`config.mk`:
```
export PLATFORM = sky130hd
export DESIGN_NAME = rxcnc_top
export DESIGN_NICKNAME = d
export VERILOG_FILES = /design/src/rxcnc_buf2.v /design/src/rxcnc_edge_win.v /design/src/rxcnc_top.v
export VERILOG_INCLUDE_DIRS = /design/src
export SDC_FILE = /design/constraint.sdc
export NUM_CORES = 1
export LEC_CHECK = 0
export ABC_AREA = 0
export ABC_CLOCK_PERIOD_IN_PS = 8500
export BUFFER_PORTS_ARGS = -buffer_cell sky130_fd_sc_hd__buf_4
export CORE_ASPECT_RATIO = 1.1
export CORE_UTILIZATION = 30
export DETAILED_ROUTE_END_ITERATION = 8
export GPL_TIMING_DRIVEN = 0
export REMOVE_ABC_BUFFERS = 1
export SLEW_MARGIN = 20
export SYNTH_ARGS = -nofsm -noshare
export SYNTH_HDL_FRONTEND = slang
export SYNTH_HIERARCHICAL = 1
export SYNTH_SLANG_ARGS = --single-unit
```
`constraint.sdc`:
```
create_clock -name mclk -period 8.5 [get_ports mclk]
set_input_delay 1.275 -clock mclk [delete_from_list [all_inputs] [get_ports mclk]]
set_output_delay 1.275 -clock mclk [all_outputs]
set_load 0.01 [all_outputs]
```
`src/rxcnc_map.vh`:
```
/*
 constants of the receiver configuration and noise control block: register
 layouts, reset values, frame positions and timing counts.
 assumes a 100 mhz mclk and an internal timing clock made by a divider.
*/
`ifndef RXCNC_MAP_VH
`define RXCNC_MAP_VH
// Summary of operation
// data clock after line match plus delay
// suppression on: stream end enters check
// final high period gives band pulse; the code gives the pulse only when demod_data is low at the stream end
// suppression off: noise passes, stay receiving
// host pulls polling low, then off
// off: start-up, check, skip sleep
// host raises polling pin to resume
// two 12-bit registers written over line
// supply dip shows marker; host reprograms
// reset loads both register defaults
// first bit one means off command
// second bit selects target register
// stop bit zero commits, one discards
// operation register field layout
// window register limits, msb first
// band code picks window scale
// check count code picks bit count
// sleep count times scale times 1024
// fifteen bits assembled first bit first
// dip reloads defaults, marker until write

// register reset values
`define RXCNC_OP_RESET 12'h119
`define RXCNC_WIN_RESET 12'h569
// operation register fields
`define RXCNC_OP_BAND 11:10
`define RXCNC_OP_CHK 9:8
`define RXCNC_OP_MOD 7
`define RXCNC_OP_SLEEP 6:2
`define RXCNC_OP_XSLEEP 1
`define RXCNC_OP_NOISE 0
// window register fields
`define RXCNC_WIN_MIN 11:6
`define RXCNC_WIN_MAX 5:0
// frame bit positions, first bit lands at the top
`define RXCNC_FR_OFF 14
`define RXCNC_FR_SEL 13
`define RXCNC_FR_PAY 12:1
`define RXCNC_FR_STOP 0
`define RXCNC_FR_LAST 4'he
// bit check counts
`define RXCNC_CHK_N0 4'h0
`define RXCNC_CHK_N1 4'h3
`define RXCNC_CHK_N2 4'h6
`define RXCNC_CHK_N3 4'h9
// sleep encoding
`define RXCNC_SLEEP_PERM 5'h1f
`define RXCNC_SLEEP_ZERO 5'h00
// timing
`define RXCNC_MCLK_MHZ 100
`define RXCNC_TCLK_NS 2000
`define RXCNC_TCLK_CYC ((`RXCNC_TCLK_NS * `RXCNC_MCLK_MHZ) / 1000)
`define RXCNC_TDELAY2_NS 500
`define RXCNC_TDELAY2_CYC ((`RXCNC_TDELAY2_NS * `RXCNC_MCLK_MHZ + 999) / 1000)
`define RXCNC_EOS_PULSE_TICKS 6'h04
`define RXCNC_PROG_ONE_TICKS 4'h4
`define RXCNC_PROG_GAP_TICKS 7'h40
`endif

```
`src/rxcnc_buf2.v`:
```
/*
 two-entry buffer for received programming frames.
 assumes one clock and a synchronous active-low reset.
*/
`timescale 1ns/100ps
module rxcnc_buf2 (
    // clock and reset
    input wire mclk,
    input wire reset_n,
    // fill side
    input wire in_valid,
    output wire in_ready,
    input wire [14:0] in_data,
    // drain side
    output wire out_valid,
    input wire out_ready,
    output wire [14:0] out_data
);
    reg [14:0] slot0_ff;
    reg [14:0] slot1_ff;
    reg wr_ff;
    reg rd_ff;
    reg [1:0] cnt_ff;
    wire push = in_valid && in_ready;
    wire pop = out_valid && out_ready;

    assign in_ready = (cnt_ff != 2'h2);
    assign out_valid = (cnt_ff != 2'h0);
    assign out_data = rd_ff ? slot1_ff : slot0_ff;

    // pointers and occupancy; a push into a full buffer is refused
    always @(posedge mclk) begin
        if (!reset_n) begin
            wr_ff <= 1'b0;
            rd_ff <= 1'b0;
            cnt_ff <= 2'h0;
            slot0_ff <= 15'h0000;
            slot1_ff <= 15'h0000;
        end else begin
            if (push && !wr_ff)
                slot0_ff <= in_data;
            if (push && wr_ff)
                slot1_ff <= in_data;
            if (push)
                wr_ff <= ~wr_ff;
            if (pop)
                rd_ff <= ~rd_ff;
            if (push && !pop)
                cnt_ff <= cnt_ff + 2'h1;
            else if (pop && !push)
                cnt_ff <= cnt_ff - 2'h1;
        end
    end
endmodule // rxcnc_buf2

```
`src/rxcnc_edge_win.v`:
```
/*
 edge distance timer: classifies the time since the last edge against the
 single and double period windows.
 assumes lim_max is not below lim_min and tick is a one-cycle enable.
*/
`timescale 1ns/100ps
module rxcnc_edge_win (
    // clock and reset
    input wire mclk,
    input wire reset_n,
    // strobes
    input wire tick,
    input wire edge_seen,
    // window settings
    input wire [5:0] lim_min,
    input wire [5:0] lim_max,
    input wire [1:0] scale_log2,
    // classification of the running distance
    output wire in_t,
    output wire in_2t,
    output wire over
);
    reg [10:0] dist_ff;
    wire [6:0] sum = {1'b0, lim_min} + {1'b0, lim_max};
    wire [5:0] diff = lim_max - lim_min;
    wire [5:0] half_dn = {1'b0, diff[5:1]};
    wire [5:0] half_up = half_dn + {5'h00, diff[0]};
    // half-integers round up on both double-period limits
    wire [7:0] lo2 = {1'b0, sum} - {2'h0, half_dn};
    wire [7:0] hi2 = {1'b0, sum} + {2'h0, half_up};
    wire [10:0] lo_t = {5'h00, lim_min} << scale_log2;
    wire [10:0] hi_t = {5'h00, lim_max} << scale_log2;
    wire [10:0] lo_2t = {3'h0, lo2} << scale_log2;
    wire [10:0] hi_2t = {3'h0, hi2} << scale_log2;

    assign in_t = (dist_ff >= lo_t) && (dist_ff <= hi_t);
    assign in_2t = (dist_ff >= lo_2t) && (dist_ff <= hi_2t);
    assign over = (dist_ff > hi_2t);

    // distance restarts on every edge and saturates while idle
    always @(posedge mclk) begin
        if (!reset_n)
            dist_ff <= 11'h000;
        else if (edge_seen)
            dist_ff <= 11'h000;
        else if (tick && (dist_ff != 11'h7ff))
            dist_ff <= dist_ff + 11'h001;
    end
endmodule // rxcnc_edge_win

```
`src/rxcnc_top.v`:
```
/*
 receiver digital control: programming frames on the open-drain data line,
 the two configuration registers, polling and bit check sequencing, data
 clock generation and noise suppression at the end of a stream.
 assumes demod_data, polling_sel, supply_dip and data_in are synchronous to
 mclk, and that the pad resolves data_oe high as the line pulled low.
*/
`timescale 1ns/100ps
`include "rxcnc_map.vh"
module rxcnc_top (
    // clock and reset
    input wire mclk,
    input wire reset_n,
    // open-drain data line
    input wire data_in,
    output wire data_out,
    output wire data_oe,
    output wire data_clk,
    // host control pin, high allows polling
    input wire polling_sel,
    // front end
    input wire demod_data,
    input wire supply_dip,
    output wire modulation_select,
    output wire [1:0] baud_band_select,
    // status
    output wire ic_active,
    output wire reset_marker,
    output wire prog_ready
);
    localparam ST_SLEEP = 2'h0;
    localparam ST_START = 2'h1;
    localparam ST_CHECK = 2'h2;
    localparam ST_RECV = 2'h3;
    localparam integer DIV_LAST_I = `RXCNC_TCLK_CYC - 1;
    localparam integer DLY_LAST_I = `RXCNC_TDELAY2_CYC - 1;
    localparam [7:0] DIV_LAST = DIV_LAST_I[7:0];
    localparam [5:0] DLY_LAST = DLY_LAST_I[5:0];

    reg [7:0] div_ff;
    reg tick_ff;
    reg [11:0] op_ff;
    reg [11:0] win_ff;
    reg marker_ff;
    reg [1:0] state_ff;
    reg [1:0] nxt_state;
    reg [3:0] chk_ff;
    reg [3:0] nxt_chk;
    reg started_ff;
    reg nxt_started;
    reg supp_ff;
    reg nxt_supp;
    reg [17:0] sleep_ff;
    reg [17:0] nxt_sleep;
    reg [3:0] chk_need;
    reg demod_prev_ff;
    reg over_prev_ff;
    reg dpend_ff;
    reg dlvl_ff;
    reg dwait_ff;
    reg [5:0] dly_ff;
    reg data_clk_ff;
    reg [5:0] eos_ff;
    reg data_oe_ff;
    reg host_low_prev_ff;
    reg [3:0] low_ff;
    reg [6:0] gap_ff;
    reg [3:0] bits_ff;
    reg [14:0] frame_ff;
    reg fr_valid_ff;

    wire in_t;
    wire in_2t;
    wire over;
    wire buf_valid;
    wire [14:0] buf_data;
    wire [1:0] scale_log2 = ~op_ff[`RXCNC_OP_BAND];
    wire [4:0] sleep_cnt = op_ff[`RXCNC_OP_SLEEP];
    wire dem_edge = demod_data ^ demod_prev_ff;
    wire over_rise = over && !over_prev_ff;
    wire in_recv = (state_ff == ST_RECV);
    wire end_ev = in_recv && started_ff && over_rise;
    wire host_low = !data_in && !data_oe_ff;
    // commits wait while a data clock is in flight so limits stay put
    wire buf_ready = !dpend_ff && !dwait_ff;
    wire fr_take = buf_valid && buf_ready;
    wire cmd_off = fr_take && buf_data[`RXCNC_FR_OFF];
    wire cmd_wr = fr_take && !buf_data[`RXCNC_FR_OFF] && !buf_data[`RXCNC_FR_STOP];
    wire wr_op = cmd_wr && buf_data[`RXCNC_FR_SEL];
    wire wr_win = cmd_wr && !buf_data[`RXCNC_FR_SEL];
    wire clk_edge = in_recv && dem_edge && !marker_ff && !end_ev && (started_ff ? (in_t || in_2t) : in_2t);
    // sleep time in timing ticks: count x scale x 1024
    wire [17:0] sleep_load = op_ff[`RXCNC_OP_XSLEEP] ? {sleep_cnt, 13'h0000} : {3'h0, sleep_cnt, 10'h000};
    wire [5:0] eos_load = `RXCNC_EOS_PULSE_TICKS << scale_log2;

    assign data_out = 1'b0; // open drain: only ever pulls low
    assign data_oe = data_oe_ff;
    assign data_clk = data_clk_ff;
    assign modulation_select = op_ff[`RXCNC_OP_MOD];
    assign baud_band_select = op_ff[`RXCNC_OP_BAND];
    assign ic_active = (state_ff != ST_SLEEP);
    assign reset_marker = marker_ff;

    // frame holding buffer between line decoder and register commit
    rxcnc_buf2 u_buf (
        .mclk(mclk),
        .reset_n(reset_n),
        .in_valid(fr_valid_ff),
        .in_ready(prog_ready),
        .in_data(frame_ff),
        .out_valid(buf_valid),
        .out_ready(buf_ready),
        .out_data(buf_data)
    );

    // edge distance classification against the programmed window
    rxcnc_edge_win u_win (
        .mclk(mclk),
        .reset_n(reset_n),
        .tick(tick_ff),
        .edge_seen(dem_edge),
        .lim_min(win_ff[`RXCNC_WIN_MIN]),
        .lim_max(win_ff[`RXCNC_WIN_MAX]),
        .scale_log2(scale_log2),
        .in_t(in_t),
        .in_2t(in_2t),
        .over(over)
    );

    // internal timing clock as a one-cycle enable
    always @(posedge mclk) begin
        if (!reset_n) begin
            div_ff <= 8'h00;
            tick_ff <= 1'b0;
        end else if (div_ff == DIV_LAST) begin
            div_ff <= 8'h00;
            tick_ff <= 1'b1;
        end else begin
            div_ff <= div_ff + 8'h01;
            tick_ff <= 1'b0;
        end
    end

    // configuration registers; a dip outranks a write in the same cycle
    always @(posedge mclk) begin
        if (!reset_n) begin
            op_ff <= `RXCNC_OP_RESET;
            win_ff <= `RXCNC_WIN_RESET;
            marker_ff <= 1'b0;
        end else if (supply_dip) begin
            op_ff <= `RXCNC_OP_RESET;
            win_ff <= `RXCNC_WIN_RESET;
            marker_ff <= 1'b1;
        end else begin
            if (wr_op)
                op_ff <= buf_data[`RXCNC_FR_PAY];
            if (wr_win)
                win_ff <= buf_data[`RXCNC_FR_PAY];
            if (wr_op || wr_win)
                marker_ff <= 1'b0;
        end
    end

    // number of bits the check must see
    always @* begin
        case (op_ff[`RXCNC_OP_CHK])
            2'h0: chk_need = `RXCNC_CHK_N0;
            2'h1: chk_need = `RXCNC_CHK_N1;
            2'h2: chk_need = `RXCNC_CHK_N2;
            default: chk_need = `RXCNC_CHK_N3;
        endcase
    end

    // mode sequencing: sleep, start-up, bit check, receiving
    always @* begin
        nxt_state = state_ff;
        nxt_chk = chk_ff;
        nxt_started = started_ff;
        nxt_supp = supp_ff;
        nxt_sleep = sleep_ff;
        case (state_ff)
            ST_SLEEP: begin
                if (!polling_sel) begin
                    nxt_state = ST_RECV;
                    nxt_started = 1'b0;
                    nxt_supp = 1'b0;
                end else if (sleep_cnt == `RXCNC_SLEEP_PERM) begin
                    nxt_state = ST_SLEEP;
                end else if (sleep_ff == 18'h00000) begin
                    nxt_state = ST_CHECK;
                    nxt_chk = 4'h0;
                end else if (tick_ff) begin
                    nxt_sleep = sleep_ff - 18'h00001;
                end
            end
            ST_START: begin
                nxt_chk = 4'h0;
                nxt_sleep = sleep_load;
                // a low polling pin skips sleep but still checks
                nxt_state = polling_sel ? ST_SLEEP : ST_CHECK;
            end
            ST_CHECK: begin
                if (chk_need == `RXCNC_CHK_N0) begin
                    nxt_state = ST_RECV;
                    nxt_started = 1'b0;
                    nxt_supp = 1'b0;
                end else if (dem_edge && in_t) begin
                    if (chk_ff + 4'h1 == chk_need) begin
                        nxt_state = ST_RECV;
                        nxt_started = 1'b0;
                        nxt_supp = 1'b0;
                    end else begin
                        nxt_chk = chk_ff + 4'h1;
                    end
                end else if (dem_edge || over_rise) begin
                    nxt_chk = 4'h0;
                    // after a stream or under host control keep checking
                    if (polling_sel && !supp_ff)
                        nxt_state = ST_START;
                end
            end
            default: begin
                if (end_ev) begin
                    nxt_started = 1'b0;
                    if (op_ff[`RXCNC_OP_NOISE]) begin
                        nxt_state = ST_CHECK;
                        nxt_supp = 1'b1;
                        nxt_chk = 4'h0;
                    end
                    // with suppression off noise keeps flowing
                end else if (dem_edge && !started_ff && in_2t) begin
                    nxt_started = 1'b1;
                end else if (dem_edge && !in_t && !in_2t) begin
                    nxt_started = 1'b0; // code violation stops the clock
                end
            end
        endcase
        if (cmd_off) begin
            nxt_state = ST_START;
            nxt_started = 1'b0;
            nxt_supp = 1'b0;
        end
    end

    // state registers
    always @(posedge mclk) begin
        if (!reset_n) begin
            state_ff <= ST_START;
            chk_ff <= 4'h0;
            started_ff <= 1'b0;
            supp_ff <= 1'b0;
            sleep_ff <= 18'h00000;
            demod_prev_ff <= 1'b1;
            over_prev_ff <= 1'b0;
        end else begin
            state_ff <= nxt_state;
            chk_ff <= nxt_chk;
            started_ff <= nxt_started;
            supp_ff <= nxt_supp;
            sleep_ff <= nxt_sleep;
            demod_prev_ff <= demod_data;
            over_prev_ff <= over;
        end
    end

    // data clock waits for the line to reach the driven level, then delays
    always @(posedge mclk) begin
        if (!reset_n) begin
            dpend_ff <= 1'b0;
            dlvl_ff <= 1'b1;
            dwait_ff <= 1'b0;
            dly_ff <= 6'h00;
            data_clk_ff <= 1'b0;
        end else begin
            data_clk_ff <= 1'b0;
            // a marker cancels a clock already in flight
            if (!in_recv || !nxt_started || marker_ff) begin
                dpend_ff <= 1'b0;
                dwait_ff <= 1'b0;
            end else if (clk_edge) begin
                dpend_ff <= 1'b1;
                dlvl_ff <= demod_data;
                dwait_ff <= 1'b0;
            end else if (dpend_ff && (data_in == dlvl_ff) && (data_oe_ff == !dlvl_ff)) begin
                dpend_ff <= 1'b0;
                dwait_ff <= 1'b1;
                dly_ff <= 6'h00;
            end else if (dwait_ff) begin
                if (dly_ff == DLY_LAST) begin
                    dwait_ff <= 1'b0;
                    data_clk_ff <= 1'b1;
                end else begin
                    dly_ff <= dly_ff + 6'h01;
                end
            end
        end
    end

    // line drive: stream in receiving, marker low, end-of-stream pulse
    always @(posedge mclk) begin
        if (!reset_n) begin
            eos_ff <= 6'h00;
            data_oe_ff <= 1'b0;
        end else begin
            if (end_ev && op_ff[`RXCNC_OP_NOISE] && !demod_data)
                eos_ff <= eos_load;
            else if (tick_ff && (eos_ff != 6'h00))
                eos_ff <= eos_ff - 6'h01;
            if (eos_ff != 6'h00)
                data_oe_ff <= 1'b1;
            else if (nxt_state == ST_RECV)
                data_oe_ff <= marker_ff || !demod_data;
            else
                data_oe_ff <= 1'b0;
        end
    end

    // programming frames: short host low pulse is 0, long is 1
    always @(posedge mclk) begin
        if (!reset_n) begin
            host_low_prev_ff <= 1'b0;
            low_ff <= 4'h0;
            gap_ff <= 7'h00;
            bits_ff <= 4'h0;
            frame_ff <= 15'h0000;
            fr_valid_ff <= 1'b0;
        end else begin
            host_low_prev_ff <= host_low;
            fr_valid_ff <= 1'b0;
            if (host_low) begin
                gap_ff <= 7'h00;
                if (tick_ff && (low_ff != 4'hf))
                    low_ff <= low_ff + 4'h1;
            end else if (host_low_prev_ff) begin
                low_ff <= 4'h0;
                // pulses shorter than one tick are glitches
                if (low_ff != 4'h0) begin
                    frame_ff <= {frame_ff[13:0], (low_ff >= `RXCNC_PROG_ONE_TICKS)};
                    if (bits_ff == `RXCNC_FR_LAST) begin
                        bits_ff <= 4'h0;
                        fr_valid_ff <= 1'b1;
                    end else begin
                        bits_ff <= bits_ff + 4'h1;
                    end
                end
            end else if (tick_ff) begin
                if (gap_ff == `RXCNC_PROG_GAP_TICKS)
                    bits_ff <= 4'h0;
                else
                    gap_ff <= gap_ff + 7'h01;
            end
        end
    end
endmodule // rxcnc_top

```
==> results.txt <==
- Vias per std cell: 4.90
- For this design the ratio of total power to cell area is 212 nW/um^2.
- STA classifies the critical path endpoint as a flop.
- The floorplan has 68 rows.
- The clock net in this run drives a total of 156 sinks.
* Total congestion overflow: 0
- In this run, post-CTS hold repair placed 0 buffers.
* Area growth, synth to finish: 9.54%
- Setup repair after global routing left no endpoint under its margin.
- IR analysis of the VDD net gives a maximum drop of 0.138 mV.
- Number of DRC violations after detailed routing: 0
- The die is 173 microns wide.
- Setup violations remaining at the end of the flow were counted as 0.
- Post-synth EDFFs: 0
- For this run, the slowest stage of the critical path takes roughly 0.56 ns.
- Worst Path Max Fanout: 7
- Cells resized by post-CTS repair: 0
* Worst setup skew after layout: approximately 0.0094 ns
- Antenna Nets Post-Route: 0
- At the pin with the least slew margin, the transition time is 0.826 ns.
- After the first detailed-routing iteration, the DRC count stood at between 300 and 400.
- The H-tree was split into 4 levels.
- For the finished layout, the period the worst path requires is around 6.4 ns.
* Count of distinct cell types in the synthesized netlist: 91
- After filler insertion, the fill cell instance count of the layout stands at 3247.
- Counting flops and latches in the post-synthesis netlist gives 156.
* Max frequency: between 0.15 and 0.2 GHz
- Finished layout cell area: 10600 sq um
* Share of cells above drive strength 1: under 10%
* Cts bufs inserted: 17
- At the later pin of the worst-skew pair, clock insertion delay measures 0.43 ns.
- In this run the count of I/O pins placed on the die edge is 15.
* Net total in the final layout: 1212
- Total Routing Usage GR: 13.3%
- Summed over all failing endpoints, the final setup total negative slack is 0 ns.
- Counting along the longest clock path gives a buffer depth of 2.
* Warnings from Yosys: 6
- STA classifies the critical path startpoint as a flop.
* Number of antenna violations at the first check in global routing: 0
- Among all flip-flop cells after synthesis, the most frequent one is dfxtp_1.
* Least setup slack across all paths after layout: 2.06 ns
* Pin count of the biggest net entering global routing: 74
* HPWL after DPL: 15.5 mm
- Post-Synthesis Cell Area: 9690 sq um
* Worst min path class: reg2reg
- Die height: 190 microns
- Vias in the first global route: 7447
* Area occupied by registers: 3120 sq um
* Utilization of the core after routing: 33.6%
- In this run the post-CTS setup repair buffer count came out at 0.
* Wire length of the first global-routing pass: 36.3 mm
- Total wirelength of the detailed-routed design: around 21 mm
* Final weighted congestion of routability-driven global placement: about 0.79
- Dividing the detail-routed wire length by the instance count gives 13.8 microns.
- Placement-stage cell area: 10000 sq um
- Worst Setup Path Type: reg2reg
- Sequential cell area fraction in the yosys report: 32.2%
* Arrival time of the worst setup path: 6.78 ns
* Number of port buffers: 13
- Number of buffers and inverters on the critical path: 2
* Required time of the critical path: 8.84 ns
* 1st-pass router iterations: 4
- Clock tree synthesis selected as its root buffer the cell clkbuf_16.
- Max-cap violations in this run came to 0.
- The count of endpoints failing hold in the final timing report is 0.
- Max-slew violation count: 0
- Clock-pin slew on the worst setup and hold paths: 0.06 ns
- Grouping stages by cell kind, the critical path spends the most delay in compound AO/OA/AOI/OAI gates.
- Async set-or-reset flop fraction in the synthesized netlist: 0%
- Slew Limit Headroom: between 40 and 50%
- In this run the standard cell core region covers between 30000 and 40000 sq um.
* Initial Util: 30.7%
- Total Die Area: 33000 sq um
- At the placement stage, the worst setup path has a slack of between 2 and 2.5 ns.
* Crit share post-route: approximately 76%
* CTS tree: built
* Leak pwr: between 0.004 and 0.005 uW
- Synthesized netlist cell count: 1136
- Multi-input gate area: 6100 sq um
* Routed vias: 7617
* Status: completed
- Slowest library cell on the worst path: a211oi_1
* Antenna cells: 0
* Mean area per synthesized cell: 8.53 sq um
[worst reg2reg max path, stage by stage, from the launching register on]
cell       delay, ns
dfxtp_1         0.37
inv_1           0.13
ha_1            0.17
inv_1           0.07
fa_1            0.46
xor2_1          0.48
ha_1            0.35
nor2b_1         0.14
o31a_1          0.26
o21a_1          0.17
nor2_1          0.19
xnor2_1         0.11
o21ai_0         0.28
o21ai_0         0.13
ha_1            0.22
a21o_1          0.17
a21oi_1         0.13
nor2b_1         0.05
a2111oi_0       0.37
a21oi_1         0.25
a211oi_1        0.56
a21o_1          0.21
o211ai_1        0.22
or2_1           0.36
or3b_1          0.36
a21oi_1         0.13
[where the power goes]
group	total, uW	switching, uW	internal (uW)
Sequential	805	47.9	757
Clock	710	323	388
Combinational	736	423	313
[state kept, by name (all words and copies together), names as in the netlist, 8 cells and up]
register	flops
div_ff	8
frame_ff	15
op_ff	12
sleep_ff	18
u_buf/slot0_ff	15
u_buf/slot1_ff	15
u_win/dist_ff	11
win_ff	12
[cells in the final DEF (no fill, tap or decap), types with 17 or more instances in the layout]
| master | Yosys | layout |
|---|---|---|
| xnor2_1 | 44 | 44 |
| clkbuf_16 | 0 | 17 |
| nand3_1 | 29 | 29 |
| ha_1 | 79 | 79 |
| dfxtp_1 | 156 | 156 |
| mux2i_1 | 72 | 72 |
| a21oi_1 | 61 | 60 |
| o21ai_0 | 35 | 35 |
| xor2_1 | 23 | 23 |
| inv_1 | 48 | 46 |
| mux2_2 | 22 | 22 |
| nand2_1 | 136 | 136 |
| nor3_1 | 24 | 24 |
| nor2_1 | 127 | 127 |
[layout make-up]
type | instances | share of cell area, %
Multi-Input combinational cell | 883 | 57.5
Sequential cell | 156 | 29.4
Tap cell | 420 | 4.95
Clock buffer | 19 | 4.17
Inverter | 50 | 1.78
Timing Repair Buffer | 15 | 1.13
Clock inverter | 13 | 1.03
[synth_stat cells, types with 10 or more instances]
master | n | area, sq um
xnor2_1 | 44 | 385
a211oi_1 | 11 | 82.6
o21a_1 | 15 | 113
mux2i_1 | 72 | 721
nand4_1 | 10 | 62.6
nor2_1 | 127 | 477
o21ai_0 | 35 | 175
xor2_1 | 23 | 201
nor2b_1 | 13 | 81.3
and2_1 | 10 | 62.6
ha_1 | 79 | 988
nand2b_1 | 15 | 93.8
dfxtp_1 | 156 | 3120
nor3_1 | 24 | 120
a21oi_1 | 61 | 305
mux2_2 | 22 | 248
nand3_1 | 29 | 145
and3_1 | 11 | 68.8
clkbuf_1 | 28 | 105
nand2_1 | 136 | 510
inv_1 | 48 | 180
[metrics by stage]
stage,std cells,power (uW),hold slack (ns)
finish,1556,2250,0.457
global route,1556,2400,0.478
CTS,1555,2280,0.458
detailed placement,1523,1560,0.445
global placement,1522,1550,0.428
floorplan,1089,1380,0.413
[worst paths after layout]
| path | start | end | slack, ns | cells after the start |
|---|---|---|---|---|
| min reg2reg | u_buf/slot1_ff[4] | u_buf/slot1_ff[4] | 0.46 | 2 |
| min | u_buf/slot1_ff[4] | u_buf/slot1_ff[4] | 0.46 | 2 |
| max | win_ff[0] | dly_ff[1] | 2.06 | 25 |
| max reg2reg | win_ff[0] | dly_ff[1] | 2.06 | 25 |
[cell families after synthesis]
kind of cell,after synthesis,share of synthesized area (%)
AND/OR/NAND/NOR,431,21.2
AO/OA/AOI/OAI,206,14.5
flip-flops,156,32.2
buffers and inverters,97,4.80
multiplexers,94,10.0
adder cells (fa/ha/maj),83,11.0
XOR/XNOR,68,6.22
other,1,0.0387
[routing by layer]
layer  track usage, %  share of wire (%)  vias up
li1                 -                  -     3956
met1             16.7                 47     3571
met2             23.6                 49       66
met3             1.93                2.5       24
met4             3.98                1.4        0
met5                0                  0        -
(Power assumes the default switching activity.)
